File: src/include/vmsvd_pkg.sv
// Purpose: Constants and types of the voltage-ID block
// Assumes: Targets count 12.5 mV steps below 1.55 V
// Notes:   Offsets are byte addresses
package vmsvd_pkg;

    // Register map
    localparam logic [7:0] ADDR_CFG_OFFSET = 8'h00;
    localparam logic [7:0] STATUS_OFFSET   = 8'h04;
    localparam logic [7:0] TARGETS_OFFSET  = 8'h08;

    // Serial word addresses after reset
    localparam logic [7:0] CORE_ADDR_RESET = 8'h01;
    localparam logic [7:0] AUX_ADDR_RESET  = 8'h02;
    localparam logic [7:0] BOTH_ADDR_RESET = 8'h03;

    // Field positions
    localparam int CFG_CORE_LSB    = 0;
    localparam int CFG_AUX_LSB     = 8;
    localparam int CFG_BOTH_LSB    = 16;
    localparam int ST_MODE_LSB     = 0;
    localparam int ST_PGOOD_BIT    = 4;
    localparam int ST_PSAVE_BIT    = 5;
    localparam int ST_CODE_LSB     = 8;
    localparam int TG_CORE_LSB     = 0;
    localparam int TG_AUX_LSB      = 8;
    localparam int TG_CORE_OFF_BIT = 16;
    localparam int TG_AUX_OFF_BIT  = 17;

    // Serial word layout
    localparam int WORD_BITS = 8;

    // Target decoding
    localparam logic [6:0] SERIAL_OFF_CODE  = 7'h7C;
    localparam logic [6:0] SERIAL_FLOOR     = 7'h54;
    localparam logic [6:0] AUX_PARK_STEPS   = 7'h54;
    localparam logic [6:0] PAR_UPPER_BASE   = 7'h1F;
    localparam logic [6:0] TARGET_RESET     = 7'h00;
    // Boot codes 00..11: 1.1, 1.0, 0.9, 0.8 V
    localparam logic [3:0][6:0] BOOT_STEPS  = {7'h3C, 7'h34, 7'h2C, 7'h24};
    // Fixed codes 00..11: 1.4, 1.2, 1.0, 0.8 V
    localparam logic [3:0][6:0] FIXED_STEPS = {7'h3C, 7'h2C, 7'h1C, 7'h0C};

    // Framing is dropped when the serial clock idles this long
    localparam int IDLE_CYCLES     = 200;

    // Bus responses
    localparam logic [1:0] RESP_OKAY   = 2'h0;
    localparam logic [1:0] RESP_SLVERR = 2'h2;

    typedef enum logic [2:0] {
        MODE_OFF         = 3'b000,
        MODE_SERIAL_BOOT = 3'b001,
        MODE_SERIAL_RUN  = 3'b010,
        MODE_FIXED       = 3'b011,
        MODE_PARALLEL    = 3'b100
    } vmsvd_mode_e;

    typedef struct packed {
        logic       powerSave;
        logic [6:0] serialVoltageCode;
    } vmsvd_word_s;

    typedef struct packed {
        logic [7:0]  address;
        vmsvd_word_s data;
    } vmsvd_frame_s;

endpackage

File: src/hdl/vmsvd_top.sv
// Purpose: Voltage-ID mode selection and serial target decode for two planes
// Assumes: Pins are asynchronous to clk; serial clock is slow against clk
// Notes:   Off flags stop a plane
//
// The implementer's own choices: the AXI4-Lite register port and the register addresses.
`timescale 1ns/1ps
`default_nettype none
module vmsvd_top
    import vmsvd_pkg::*;
#(
    parameter int IDLE_LIMIT = IDLE_CYCLES
) (
    input  wire logic        clk,
    input  wire logic        reset_n,
    // Pins
    input  wire logic        enablePin,
    input  wire logic        powerGoodIn,
    input  wire logic        serialVidClockPin,
    input  wire logic        serialVidDataPin,
    input  wire logic [5:0]  parallelCode,
    output var  logic        powerSaveOut,
    output var  logic [6:0]  coreDacTarget,
    output var  logic [6:0]  auxDacTarget,
    output var  logic        corePlaneOff,
    output var  logic        auxPlaneOff,
    // AXI4-Lite slave
    input  wire logic [7:0]  s_axi_awaddr,
    input  wire logic        s_axi_awvalid,
    output var  logic        s_axi_awready,
    input  wire logic [31:0] s_axi_wdata,
    input  wire logic [3:0]  s_axi_wstrb,
    input  wire logic        s_axi_wvalid,
    output var  logic        s_axi_wready,
    output var  logic [1:0]  s_axi_bresp,
    output var  logic        s_axi_bvalid,
    input  wire logic        s_axi_bready,
    input  wire logic [7:0]  s_axi_araddr,
    input  wire logic        s_axi_arvalid,
    output var  logic        s_axi_arready,
    output var  logic [31:0] s_axi_rdata,
    output var  logic [1:0]  s_axi_rresp,
    output var  logic        s_axi_rvalid,
    input  wire logic        s_axi_rready
);
    localparam int PIN_COUNT = 10;

    // Synchronised pins
    logic [PIN_COUNT-1:0] pinLevel;
    wire                  enableLevel    = pinLevel[9];
    wire                  powerGoodLevel = pinLevel[8];
    wire                  svcLevel       = pinLevel[7];
    wire                  svdLevel       = pinLevel[6];
    wire  [5:0]           parallelLevel  = pinLevel[5:0];
    wire                  modeStrapBit   = parallelLevel[1];

    vmsvd_sync #(
        .WIDTH    (PIN_COUNT)
    ) pinSync (
        .clk      (clk),
        .reset_n  (reset_n),
        .pinIn    ({enablePin, powerGoodIn, serialVidClockPin, serialVidDataPin, parallelCode}),
        .levelOut (pinLevel)
    );

    // Mode state and latched two-bit code
    vmsvd_mode_e modeReg;
    vmsvd_mode_e modeNext;
    logic [1:0]  pinCodeReg;
    logic        svcPrevReg;

    always_comb begin
        modeNext = modeReg;
        unique case (modeReg)
            MODE_OFF: begin
                if (enableLevel) begin
                    if (modeStrapBit) begin
                        modeNext = MODE_PARALLEL;
                    end else if (powerGoodLevel) begin
                        modeNext = MODE_FIXED;
                    end else begin
                        modeNext = MODE_SERIAL_BOOT;
                    end
                end
            end
            MODE_SERIAL_BOOT: begin
                if (powerGoodLevel) begin
                    modeNext = MODE_SERIAL_RUN;
                end
            end
            MODE_SERIAL_RUN: begin
                if (!powerGoodLevel) begin
                    modeNext = MODE_SERIAL_BOOT;
                end
            end
            MODE_FIXED: begin
                modeNext = MODE_FIXED;
            end
            MODE_PARALLEL: begin
                modeNext = MODE_PARALLEL;
            end
            default: begin
                modeNext = MODE_OFF;
            end
        endcase
        if (!enableLevel) begin
            modeNext = MODE_OFF;
        end
    end

    wire enterMode = (modeReg == MODE_OFF) && enableLevel;

    always_ff @(posedge clk or negedge reset_n) begin
        if (!reset_n) begin
            modeReg    <= MODE_OFF;
            pinCodeReg <= 2'h0;
            svcPrevReg <= 1'b0;
        end else begin
            modeReg    <= modeNext;
            svcPrevReg <= svcLevel;
            if (enterMode) begin
                pinCodeReg <= {svcLevel, svdLevel};
            end
        end
    end

    // Serial receiver, live only after power-good
    wire          rxEnable  = modeReg == MODE_SERIAL_RUN;
    wire          svcRise   = svcLevel && !svcPrevReg;
    logic         frameValid;
    vmsvd_frame_s frame;

    vmsvd_rx #(
        .IDLE_LIMIT (IDLE_LIMIT)
    ) serialRx (
        .clk        (clk),
        .reset_n    (reset_n),
        .rxEnable   (rxEnable),
        .bitStrobe  (svcRise),
        .bitValue   (svdLevel),
        .frameValid (frameValid),
        .frame      (frame)
    );

    // Address configuration register
    logic [31:0] addrCfgReg;
    wire  [7:0]  coreAddr = addrCfgReg[CFG_CORE_LSB +: 8];
    wire  [7:0]  auxAddr  = addrCfgReg[CFG_AUX_LSB +: 8];
    wire  [7:0]  bothAddr = addrCfgReg[CFG_BOTH_LSB +: 8];

    // Command decode
    wire hitBoth = frameValid && rxEnable && (frame.address == bothAddr);
    wire hitCore = frameValid && rxEnable && (frame.address == coreAddr);
    wire hitAux  = frameValid && rxEnable && (frame.address == auxAddr);
    wire takeCore = hitCore || hitBoth;
    wire takeAux  = hitAux || hitBoth;
    wire takeAny  = takeCore || takeAux;

    // Serial code to steps; codes at the top turn the plane off
    wire [6:0] cmdCode  = frame.data.serialVoltageCode;
    wire       cmdOff   = cmdCode >= SERIAL_OFF_CODE;
    wire [6:0] cmdSteps = (cmdCode > SERIAL_FLOOR) ? SERIAL_FLOOR : cmdCode;

    wire [6:0] bootSteps     = BOOT_STEPS[pinCodeReg];
    wire [6:0] fixedSteps    = FIXED_STEPS[pinCodeReg];
    wire [6:0] parallelSteps = parallelLevel[5] ? 7'(parallelLevel) + PAR_UPPER_BASE :
        {parallelLevel, 1'b0};

    // Plane targets
    always_ff @(posedge clk or negedge reset_n) begin
        if (!reset_n) begin
            coreDacTarget <= TARGET_RESET;
            auxDacTarget  <= TARGET_RESET;
            corePlaneOff  <= 1'b1;
            auxPlaneOff   <= 1'b1;
            powerSaveOut  <= 1'b1;
        end else begin
            unique case (modeReg)
                MODE_SERIAL_BOOT: begin
                    coreDacTarget <= bootSteps;
                    auxDacTarget  <= bootSteps;
                    corePlaneOff  <= 1'b0;
                    auxPlaneOff   <= 1'b0;
                    powerSaveOut  <= 1'b1;
                end
                MODE_SERIAL_RUN: begin
                    if (takeCore) begin
                        coreDacTarget <= cmdSteps;
                        corePlaneOff  <= cmdOff;
                    end
                    if (takeAux) begin
                        auxDacTarget <= cmdSteps;
                        auxPlaneOff  <= cmdOff;
                    end
                    if (takeAny) begin
                        powerSaveOut <= frame.data.powerSave;
                    end
                end
                MODE_FIXED: begin
                    coreDacTarget <= fixedSteps;
                    auxDacTarget  <= fixedSteps;
                    corePlaneOff  <= 1'b0;
                    auxPlaneOff   <= 1'b0;
                    powerSaveOut  <= 1'b1;
                end
                MODE_PARALLEL: begin
                    coreDacTarget <= parallelSteps;
                    auxDacTarget  <= AUX_PARK_STEPS;
                    corePlaneOff  <= 1'b0;
                    auxPlaneOff   <= 1'b1;
                    powerSaveOut  <= 1'b1;
                end
                default: begin
                    corePlaneOff <= 1'b1;
                    auxPlaneOff  <= 1'b1;
                    powerSaveOut <= 1'b1;
                end
            endcase
        end
    end

    // Register bus, write side; address and data may come in either order
    logic       awHaveReg;
    logic       wHaveReg;
    logic [7:0] awAddrReg;
    logic [31:0] wDataReg;
    logic [3:0] wStrbReg;

    wire awTaken  = s_axi_awvalid && s_axi_awready;
    wire wTaken   = s_axi_wvalid && s_axi_wready;
    wire doWrite  = awHaveReg && wHaveReg && !s_axi_bvalid;
    wire wrCfg    = awAddrReg == ADDR_CFG_OFFSET;
    wire [31:0] byteMask = {{8{wStrbReg[3]}}, {8{wStrbReg[2]}},
                            {8{wStrbReg[1]}}, {8{wStrbReg[0]}}};

    always_ff @(posedge clk or negedge reset_n) begin
        if (!reset_n) begin
            awHaveReg     <= 1'b0;
            wHaveReg      <= 1'b0;
            awAddrReg     <= 8'h00;
            wDataReg      <= 32'h00000000;
            wStrbReg      <= 4'h0;
            s_axi_awready <= 1'b0;
            s_axi_wready  <= 1'b0;
            s_axi_bvalid  <= 1'b0;
            s_axi_bresp   <= RESP_OKAY;
            addrCfgReg    <= {8'h00, BOTH_ADDR_RESET, AUX_ADDR_RESET, CORE_ADDR_RESET};
        end else begin
            s_axi_awready <= doWrite || (!awHaveReg && !awTaken);
            s_axi_wready  <= doWrite || (!wHaveReg && !wTaken);
            if (awTaken) begin
                awHaveReg <= 1'b1;
                awAddrReg <= s_axi_awaddr;
            end
            if (wTaken) begin
                wHaveReg <= 1'b1;
                wDataReg <= s_axi_wdata;
                wStrbReg <= s_axi_wstrb;
            end
            if (doWrite) begin
                awHaveReg    <= 1'b0;
                wHaveReg     <= 1'b0;
                s_axi_bvalid <= 1'b1;
                s_axi_bresp  <= wrCfg ? RESP_OKAY : RESP_SLVERR;
                if (wrCfg) begin
                    addrCfgReg <= (addrCfgReg & ~byteMask) | (wDataReg & byteMask);
                end
            end else if (s_axi_bvalid && s_axi_bready) begin
                s_axi_bvalid <= 1'b0;
            end
        end
    end

    // Register bus, read side
    wire arTaken = s_axi_arvalid && s_axi_arready;
    wire rDone   = s_axi_rvalid && s_axi_rready;

    wire [31:0] statusWord = (32'(modeReg) << ST_MODE_LSB)
                           | (32'(powerGoodLevel) << ST_PGOOD_BIT)
                           | (32'(powerSaveOut) << ST_PSAVE_BIT)
                           | (32'(pinCodeReg) << ST_CODE_LSB);
    wire [31:0] targetWord = (32'(coreDacTarget) << TG_CORE_LSB)
                           | (32'(auxDacTarget) << TG_AUX_LSB)
                           | (32'(corePlaneOff) << TG_CORE_OFF_BIT)
                           | (32'(auxPlaneOff) << TG_AUX_OFF_BIT);
    wire rdCfg    = s_axi_araddr == ADDR_CFG_OFFSET;
    wire rdStatus = s_axi_araddr == STATUS_OFFSET;
    wire rdTarget = s_axi_araddr == TARGETS_OFFSET;
    wire rdHit    = rdCfg || rdStatus || rdTarget;
    wire [31:0] readWord = rdCfg    ? addrCfgReg :
                           rdStatus ? statusWord :
                           rdTarget ? targetWord : 32'h00000000;

    always_ff @(posedge clk or negedge reset_n) begin
        if (!reset_n) begin
            s_axi_arready <= 1'b0;
            s_axi_rvalid  <= 1'b0;
            s_axi_rdata   <= 32'h00000000;
            s_axi_rresp   <= RESP_OKAY;
        end else begin
            s_axi_arready <= rDone || (!s_axi_rvalid && !arTaken);
            if (arTaken) begin
                s_axi_rvalid <= 1'b1;
                s_axi_rdata  <= readWord;
                s_axi_rresp  <= rdHit ? RESP_OKAY : RESP_SLVERR;
            end else if (rDone) begin
                s_axi_rvalid <= 1'b0;
            end
        end
    end
endmodule
`default_nettype wire

File: src/hdl/vmsvd_sync.sv
// Purpose: Three-stage pin synchroniser
// Assumes: Output moves only when stages two and three agree
// Notes:   First stage feeds the second stage only
`timescale 1ns/1ps
`default_nettype none
module vmsvd_sync #(
    parameter int WIDTH = 1
) (
    input  wire logic             clk,
    input  wire logic             reset_n,
    input  wire logic [WIDTH-1:0] pinIn,
    output var  logic [WIDTH-1:0] levelOut
);
    logic [WIDTH-1:0] stage1Reg;
    logic [WIDTH-1:0] stage2Reg;
    logic [WIDTH-1:0] stage3Reg;
    wire  [WIDTH-1:0] agree = ~(stage2Reg ^ stage3Reg);

    initial begin
        if (WIDTH < 1) $error("vmsvd_sync: WIDTH must be positive");
    end

    always_ff @(posedge clk or negedge reset_n) begin
        if (!reset_n) begin
            stage1Reg <= '0;
            stage2Reg <= '0;
            stage3Reg <= '0;
            levelOut  <= '0;
        end else begin
            stage1Reg <= pinIn;
            stage2Reg <= stage1Reg;
            stage3Reg <= stage2Reg;
            levelOut  <= (agree & stage3Reg) | (~agree & levelOut);
        end
    end
endmodule
`default_nettype wire

File: src/hdl/vmsvd_rx.sv
// Purpose: Collects serial bits into an address word and a data word
// Assumes: Bits arrive most significant first, one per serial clock rise
// Notes:   Idle serial clock or disable drops a partial frame
`timescale 1ns/1ps
`default_nettype none
module vmsvd_rx
    import vmsvd_pkg::*;
#(
    parameter int IDLE_LIMIT = IDLE_CYCLES
) (
    input  wire logic                   clk,
    input  wire logic                   reset_n,
    input  wire logic                   rxEnable,
    input  wire logic                   bitStrobe,
    input  wire logic                   bitValue,
    output var  logic                   frameValid,
    output var  vmsvd_pkg::vmsvd_frame_s frame
);
    localparam int FRAME_BITS = 2 * WORD_BITS;

    logic [FRAME_BITS-1:0] shiftReg;
    logic [4:0]            countReg;
    logic [15:0]           idleReg;

    wire lastBit  = bitStrobe && (countReg == 5'(FRAME_BITS - 1));
    wire idleOver = idleReg == 16'(IDLE_LIMIT);

    initial begin
        if (IDLE_LIMIT < 1 || IDLE_LIMIT > 65535) $error("vmsvd_rx: bad IDLE_LIMIT");
    end

    always_ff @(posedge clk or negedge reset_n) begin
        if (!reset_n) begin
            shiftReg   <= '0;
            countReg   <= '0;
            idleReg    <= '0;
            frameValid <= 1'b0;
            frame      <= '0;
        end else begin
            frameValid <= 1'b0;
            if (!rxEnable || (idleOver && !bitStrobe)) begin
                countReg <= '0;
                idleReg  <= '0;
            end else if (bitStrobe) begin
                shiftReg <= {shiftReg[FRAME_BITS-2:0], bitValue};
                idleReg  <= '0;
                countReg <= lastBit ? 5'h00 : countReg + 5'h01;
                if (lastBit) begin
                    frameValid <= 1'b1;
                    frame      <= {shiftReg[FRAME_BITS-2:0], bitValue};
                end
            end else if (countReg != 5'h00) begin
                idleReg <= idleReg + 16'h0001;
            end
        end
    end
endmodule
`default_nettype wire

File: config.mk
export PLATFORM = sky130hd
export DESIGN_NAME = vmsvd_top
export DESIGN_NICKNAME = d
export VERILOG_FILES = /design/src/include/vmsvd_pkg.sv /design/src/hdl/vmsvd_top.sv /design/src/hdl/vmsvd_sync.sv /design/src/hdl/vmsvd_rx.sv
export SDC_FILE = /design/constraint.sdc
export NUM_CORES = 1
export LEC_CHECK = 0
export BUFFER_PORTS_ARGS = -buffer_cell sky130_fd_sc_hd__buf_4
export CORE_MARGIN = 4
export CORE_UTILIZATION = 50
export DETAILED_ROUTE_END_ITERATION = 7
export PLACE_DENSITY_LB_ADDON = 0.25
export SLEW_MARGIN = 20
export SYNTH_ARGS = -nofsm -noshare
export SYNTH_HDL_FRONTEND = slang
export SYNTH_SLANG_ARGS = --single-unit
File: constraint.sdc
create_clock -name clk -period 4.8 [get_ports clk]
set_input_delay 1.2 -clock clk [delete_from_list [all_inputs] [get_ports clk]]
set_output_delay 1.2 -clock clk [all_outputs]
set_load 0.01 [all_outputs]
# Word-level counts from Yosys, hierarchy flattened
# Index checks and enable logic that the tools add are counted.
# word_totals
ff_bits,235
latchBits,0
ramBits,0
mem_bits_ro,0
wordCells,172
memories,0
# op_classes
add_sub_neg,3
n_mul,0
n_div,0
order_cmp,3
n_eq_ne,16
shift,0
muxes,44
bitwise,17
reduce_logical,56
# op_table
operator,n
bitwise AND 32 bit,2
case mux 7 bit (4 select lines),2
2-to-1 mux 16 bit,3
2-to-1 mux 7 bit,6
2-to-1 mux 18 bit,2
2-to-1 mux 32 bit,1
NOT 32 bit,1
bitwise OR 32 bit,1
binary-select mux 7 bit (select 2 bit),2
== test 8 bit,3
bitwise AND 10 bit,2
NOT 10 bit,2
logical AND 1 bit,18
bitwise OR 17 x 18 -> 18 bit,1
bitwise OR 15 x 17 -> 17 bit,1
adder 16 x 1 -> 16 bit (second input constant),1
== test 16 x 8 -> 1 bit (second input constant),1
logical NOT 8 bit,2
2-to-1 mux 1 bit,15
2-to-1 mux 5 bit,3
bitwise OR 7 x 15 -> 15 bit,1
case mux 3 bit (5 select lines),1
2-to-1 mux 3 bit,4
logical NOT 1 bit,10
other kinds (31),54

# Depth between registers and ports, before layout
# Gate-level depths: netlist of the first run.
# depth
depth_word,7
depth_mapped,7
depth_no_buf,7

# Modules after synthesis
# Synthesis of the first run repeated with hierarchy kept, for this count alone.
# unflattened
cells_unflattened,717
area_unflattened_um2,9641.7
# by_module_without_submodules
module,instances,cells_per_inst,area_per_inst_um2
vmsvd_top,1,487,6229.7
vmsvd_rx,1,180,2298.5
vmsvd_sync,1,50,1113.6

# Least setup slack after synthesis of the first run
# Ideal clock, no wire load.
# synth_path
path_kind,input-to-reg
from,input s_axi_araddr[5]
to,register s_axi_rdata[3]
setup_ps,83
arrival_time_ps,2429
required_time_ps,4717
slack_ps,2288
path_stages,6
path_buffers,1
cell_sequence,nor4_1 -> nand2_1 -> nor3_2 -> clkbuf_1 -> a22oi_1 -> o21ai_0
# synth_between
elab_chain_cells,4
# synth_lines
element,line_no,source
"start, declared",vmsvd_top.sv:37,"input wire logic [7:0] s_axi_araddr,"
== test 8 x 4 -> 1 bit,vmsvd_top.sv:287,wire rdTarget = s_axi_araddr == TARGETS_OFFSET;
2-to-1 mux 18 bit,vmsvd_top.sv:291,rdTarget ? targetWord : 32'h00000000;
2-to-1 mux 18 bit,vmsvd_top.sv:290,rdStatus ? statusWord :
2-to-1 mux 32 bit (*),vmsvd_top.sv:289,wire [31:0] readWord = rdCfg ? addrCfgReg :
"end signal, assigned",vmsvd_top.sv:303,s_axi_rdata <= readWord;
"end, declared",vmsvd_top.sv:40,"output var logic [31:0] s_axi_rdata,"
# Mark *: on every way between the ends. The rest lies on a longest branch, timed or not.
# A chain may end at the register's enable or synchronous reset.

==> flow_summary.json, run 1 <==
{
  "outcome": "finished clean",
  "vias_per_cell": 5.25,
  "slowest_stage": "nor3_4",
  "finalSetupTns_ns": 0,
  "yosys_most_used_dff": "dfrtp_1",
  "power_leakage_nw": 5.42,
  "drc": 0,
  "max_freq_mhz": 385,
  "die_area_um2": 21600,
  "synth_cell_types": 65,
  "worst_slew_pin_slew_ns": 0.992,
  "cts_buffer_depth": 3,
  "h-tree-depth": 1,
  "hold_buffers": 0,
  "grt_antenna_before_repair": 0,
  "cts_buffers": 26,
  "skew_ns": 0.0126,
  "fin_ws_ns": 2.21,
  "area_growth_pct": 21.5,
  "path_cells": "nor2b_1 -> nand2_2 -> nor3_4 -> mux2_2",
  "rr_worst_depth": 4,
  "drt_iter0_drc": 385,
  "relSlewSlack_pct": 33.6,
  "synth-seq-cells": 233,
  "ant_nets": 0,
  "post_cts_resized": 0,
  "hpwl_um": 13700,
  "postCtsSetupBuffers": 0,
  "wirelength_um": 19900,
  "syn_inst": 752,
  "period_share_pct": 54.1,
  "num_antenna_cells": 0,
  "routedWlPerCell_um": 17.1,
  "fp.dieH_um": 147,
  "report.final.hold_viol_count": 0,
  "drive_gt1_share_pct": 34.8,
  "rows": 50,
  "grt_pass1_wl_um": 33300,
  "final_cell_mix": "dfrtp_1 (226), buf_4 (127), mux2_2 (103)",
  "report.final.slew_viol_count": 0,
  "crit_fanout": 18,
  "critPathMaxStageDelay_ns": 0.83,
  "min_path_type": "reg -> reg",
  "cp.arrival_ns": 3.00,
  "synth.avg_cell_area_um2": 12.8,
  "synth_warnings": 0,
  "cp-end-kind": "register",
  "required_ns": 5.20,
  "cp-start-kind": "register",
  "final_common_cell": "dfrtp_1",
  "synth_area_um2": 9660,
  "yosysSeqAreaShare_pct": 60.5,
  "vias": 6106,
  "pin_count": 127,
  "io_buffers": 124,
  "grt.total_usage_pct": 18.8,
  "initial_core_util_pct": 51.3,
  "reg2reg_to": "serialRx.frame[7]",
  "drt-pass1-iter-count": 4,
  "core_region_area_um2": 18800,
  "grt_pass1_vias": 6295,
  "cts_tree": "done",
  "clock-root-buffer": "clkbuf_16",
  "fin_crit_ns": 2.59,
  "clock_latency_ns": 0.53,
  "clk_pin_slew_ns": 0.06,
  "rsz0062_at_grt": "false",
  "reg2reg_slack_ns": 2.21,
  "fillers": 1460,
  "grt_max_degree": 130,
  "power.density_nw_per_um2": 464,
  "setup_viol": 0,
  "cap_violations": 0,
  "die_width_um": 147,
  "async_reset_ff_share_pct": 100,
  "pre_cts_ws_ns": 2.01,
  "gr-total-overflow": 0,
  "synth_edf_count": 0,
  "peakVddDrop_mv": 0.372,
  "crit_type": "reg -> reg",
  "endpoint": "serialRx.frame[7]",
  "globalplace.congestion": 0.816,
  "cts_num_sinks": 233,
  "nets": 957
}
-- cell type report --
| type | count | area, um^2 | area share [%] |
|---|---|---|---|
| Clock buffer | 37 | 752 | 6.41 |
| Clock inverter | 10 | 120 | 1.02 |
| Inverter | 20 | 75.1 | 0.640 |
| Multi-Input combinational cell | 473 | 3630 | 31.0 |
| Sequential cell | 233 | 5840 | 49.8 |
| Tap cell | 260 | 325 | 2.77 |
| Timing Repair Buffer | 129 | 988 | 8.42 |
-- synth_stat cells (all sizes together), types with 3 or more instances --
cell / n / area (um^2)
dfrtp: 226 / 5660
mux2: 116 / 1360
nand2: 77 / 322
o21ai: 45 / 225
nor2: 32 / 120
xnor2: 29 / 254
clkbuf: 21 / 78.8
inv: 20 / 75.1
a21oi: 15 / 78.8
nand3: 14 / 70.1
a22oi: 11 / 82.6
mux2i: 11 / 110
nor3: 11 / 82.6
xor2: 11 / 96.3
maj3: 10 / 100
nand4: 10 / 62.6
a22o: 7 / 61.3
dfstp: 7 / 184
nand2b: 7 / 43.8
buf: 6 / 36.3
ha: 5 / 62.6
nor2b: 5 / 31.3
nor4: 5 / 52.6
and2: 4 / 25.0
o31ai: 4 / 30.0
a21o: 3 / 22.5
nor3b: 3 / 38.8
o211ai: 3 / 22.5
o21a: 3 / 22.5
-- per-stage QoR --
| step | hold slack (ns) | utilization (%) | power [W] | instances | instance area (um^2) |
|---|---|---|---|---|---|
| floorplan | 0.331 | - | 0.00314 | 753 | 9660 |
| CTS | 0.345 | 62.3 | 0.00552 | 1162 | 11700 |
| detailed placement | 0.335 | 57.7 | 0.00353 | 1115 | 10900 |
| global placement | 0.331 | 57.7 | 0.00350 | 1115 | 10900 |
| global route | 0.357 | 62.3 | 0.00574 | 1162 | 11700 |
| finish | 0.342 | 62.3 | 0.00545 | 1162 | 11700 |
-- worst min path at each step --
stage                          from                   end  slack [ns]  cells after the start
2_1_floorplan  pinSync.stage1Reg[0]  pinSync.stage2Reg[0]        0.33                      0
3_3_place_gp   pinSync.stage1Reg[5]  pinSync.stage2Reg[5]        0.33                      0
3_5_place_dp   pinSync.stage1Reg[4]  pinSync.stage2Reg[4]        0.33                      0
4_1_cts        pinSync.stage1Reg[4]  pinSync.stage2Reg[4]        0.35                      0
5_1_grt        pinSync.stage1Reg[7]  pinSync.stage2Reg[7]        0.36                      0
6_report       pinSync.stage1Reg[4]  pinSync.stage2Reg[4]        0.34                      0
-- critical path, delay by kind of cell, from the launching register on --
kind / cells / cell delay (ns)
mux: 1 / 0.43
flops: 1 / 0.43
simple gates: 3 / 1.61
-- cell families (layout without fill, tap and decap cells) --
family / count (synthesis) / count (layout) / synth area share [%]
flip-flops: 233 / 233 / 60.5
adder cells (fa/ha/maj): 15 / 15 / 1.68
multiplexers: 127 / 127 / 15.2
other: 1 / 2 / 0.0388
AO/OA/AOI/OAI: 108 / 108 / 7.15
buffers and inverters: 47 / 196 / 1.97
AND/OR/NAND/NOR: 181 / 181 / 9.89
XOR/XNOR: 40 / 40 / 3.63
-- per-layer routing --
metal / share of wire (%) / GRT usage [%] / wire length, um
met4: 2.3 / 4.85 / 456
met2: 47 / 29.5 / 9280
met3: 5.2 / 3.98 / 1030
met5: 0 / 0 / 0
met1: 46 / 27.2 / 9160
-- power by group --
part           leakage, nW  total [W]  switching (W)  internal [W]
clock network        0.425    0.00197       0.000770       0.00120
registers             2.98    0.00259       0.000275       0.00232
logic                 2.02   0.000885       0.000384      0.000500
total                 5.42    0.00545        0.00143       0.00402
Power figures use the tool's default switching activity.
==> inputs of run 2 (changes only) <==
- clock period: 4.8 -> 2.32 ns (I/O delays scaled with it)
==> run 2 against run 1 <==
Net effect:
- the run now ends with hold timing left
- critical path depth rose by 4
- total power increased by 100%
- combinational power is 120% higher
- sequential share of layout area down 0.38 points
- worst hold slack lost 0.34 ns
- clock power grew 84%
- non-clock buffer count is 18 higher
- critical path type unchanged
==> flow_summary.json, run 2 (synthesized netlist as in run 1, its figures left out) <==
{
  "outcome": "complete, but fails checks",
  "failed_checks": "hold timing",
  "whs_ns": -0.000000111,
  "die_area_um2": 21600,
  "cts_buffer_depth": 3,
  "period_share_pct": 88.9,
  "postCtsSetupBuffers": 0,
  "ant_nets": 0,
  "rows": 50,
  "fin_cells": 1177,
  "crit_buf_inv": 2,
  "cp.depth": 8,
  "grt_antenna_before_repair": 0,
  "final_area_um2": 11800,
  "vias": 6256,
  "total_power_w": 0.0110,
  "p_sw_w": 0.00292,
  "crit_fanout": 6,
  "routedWlPerCell_um": 17.2,
  "vias_per_cell": 5.32,
  "rsz0062_at_grt": "false",
  "hold_buffers": 0,
  "core_region_area_um2": 18800,
  "clock_latency_ns": 0.51,
  "relSlewSlack_pct": 55.1,
  "h-tree-depth": 1,
  "slowest_stage": "nor4_1",
  "fp.dieH_um": 147,
  "report.final.hold_viol_count": 0,
  "min_path_type": "in -> async",
  "drt-pass1-iter-count": 7,
  "cts_tree": "done",
  "final_common_cell": "dfrtp_1",
  "area_growth_pct": 22.5,
  "wirelength_um": 20300,
  "power.density_nw_per_um2": 926,
  "max_freq_mhz": 485,
  "critPathMaxStageDelay_ns": 0.61,
  "required_ns": 2.70,
  "drt_iter0_drc": 300,
  "initial_core_util_pct": 51.3,
  "final_cell_mix": "dfrtp_1 (226), buf_4 (139), mux2_2 (103)",
  "multi_input_area_um2": 3630,
  "crit_type": "reg -> reg",
  "p_clk_share_pct": 33.2,
  "peakVddDrop_mv": 0.684,
  "register_area_um2": 5840,
  "power_leakage_nw": 5.49,
  "postLayoutCoreUtil_pct": 62.8,
  "grt_max_degree": 56,
  "fillers": 1483,
  "power_frac_seq_pct": 49.0,
  "setup_viol": 0,
  "globalplace.congestion": 0.811,
  "cp-start-kind": "register",
  "skew_ns": 0.00951,
  "swShare_pct": 26.7,
  "pin_count": 127,
  "nets": 973,
  "cp.arrival_ns": 2.45,
  "die_width_um": 147,
  "io_buffers": 124,
  "grt.total_usage_pct": 19.1,
  "cts_buffers": 24,
  "worst_slew_pin_slew_ns": 0.668,
  "hpwl_um": 14300,
  "grt_pass1_vias": 6361,
  "cap_violations": 0,
  "drc": 0,
  "rr_worst_depth": 8,
  "report.final.slew_viol_count": 0,
  "combPwrFrac_pct": 17.9,
  "dp_cells": 1133,
  "grt_pass1_wl_um": 33700,
  "p_int_w": 0.00803,
  "clk_pin_slew_ns": 0.06,
  "dpl_cell_area_um2": 11100,
  "path_cells": "inv_1 -> ha_1 -> nor4b_1 -> buf_4 -> nor4_1 -> nand3_1 -> xor2_1 -> nor2_1",
  "num_antenna_cells": 0,
  "critical_path.top_delay_family": "simple AND/OR/NAND/NOR gates",
  "cts_num_sinks": 233,
  "fin_crit_ns": 2.06,
  "clock-root-buffer": "clkbuf_16",
  "post_cts_resized": 0,
  "finalSetupTns_ns": 0,
  "drive_gt1_share_pct": 35.4,
  "gr-total-overflow": 0,
  "cp-end-kind": "register"
}
run 2: cell types whose count changed in the layout (fill, tap and decap cells not counted):
cell and change:
buf_4 +12, buf_12 +6, clkbuf_1 +4, bufinv_16 -2, clkinvlp_4 -2, clkbuf_16 -1, clkbuf_8 -1, clkinv_2 +1
clkinv_4 -1, clkinv_8 -1
run 2: routing by layer:
| metal | part of all wire, % | track usage (%) | wire length [um] |
|---|---|---|---|
| met5 | 0 | 0 | 0 |
| met3 | 5.9 | 3.73 | 1200 |
| met4 | 2.5 | 4.89 | 501 |
| met2 | 46 | 30.0 | 9320 |
| met1 | 46 | 27.6 | 9240 |
run 2: worst paths after layout:
path	start	endpoint	slack, ns
setup / recovery	serialRx.countReg[0]	serialRx.idleReg[13]	0.26
hold reg to reg	pinSync.stage1Reg[6]	pinSync.stage2Reg[6]	0.35
setup reg to reg	serialRx.countReg[0]	serialRx.idleReg[13]	0.26
min in group clk	serialVidClockPin	pinSync.stage1Reg[7]	0.18
max in group asynchronous	reset_n	asynchronous set/reset pin	1.62
hold / removal	reset_n	serialRx.idleReg[9]	-0.0000001
run 2: per-stage QoR:
step	hold WS [ns]	setup slack (ns)
6_report	-0.000000111	0.258
3_3_place_gp	0.332	0.268
4_1_cts	0.00925	0.258
3_5_place_dp	0.337	0.259
5_1_grt	0.0274	0.0221
2_1_floorplan	0.284	0.416
run 2: power groups by stage:
stage | Combinational [W] | Clock [W] | Sequential (W)
finish | 0.00196 | 0.00363 | 0.00536
global route | 0.00216 | 0.00391 | 0.00545
CTS | 0.00199 | 0.00374 | 0.00537
detailed placement | 0.00197 | 0 | 0.00543
global placement | 0.00192 | 0 | 0.00540
floorplan | 0.00122 | 0 | 0.00527
run 2: layout make-up:
class	instances	share of cell area, %
multi-input combinational	473	30.7
inverter	20	0.635
sequential	233	49.4
tap	260	2.75
timing repair buffer	147	10.1
clock inverter	5	0.212
clock buffer	39	6.16
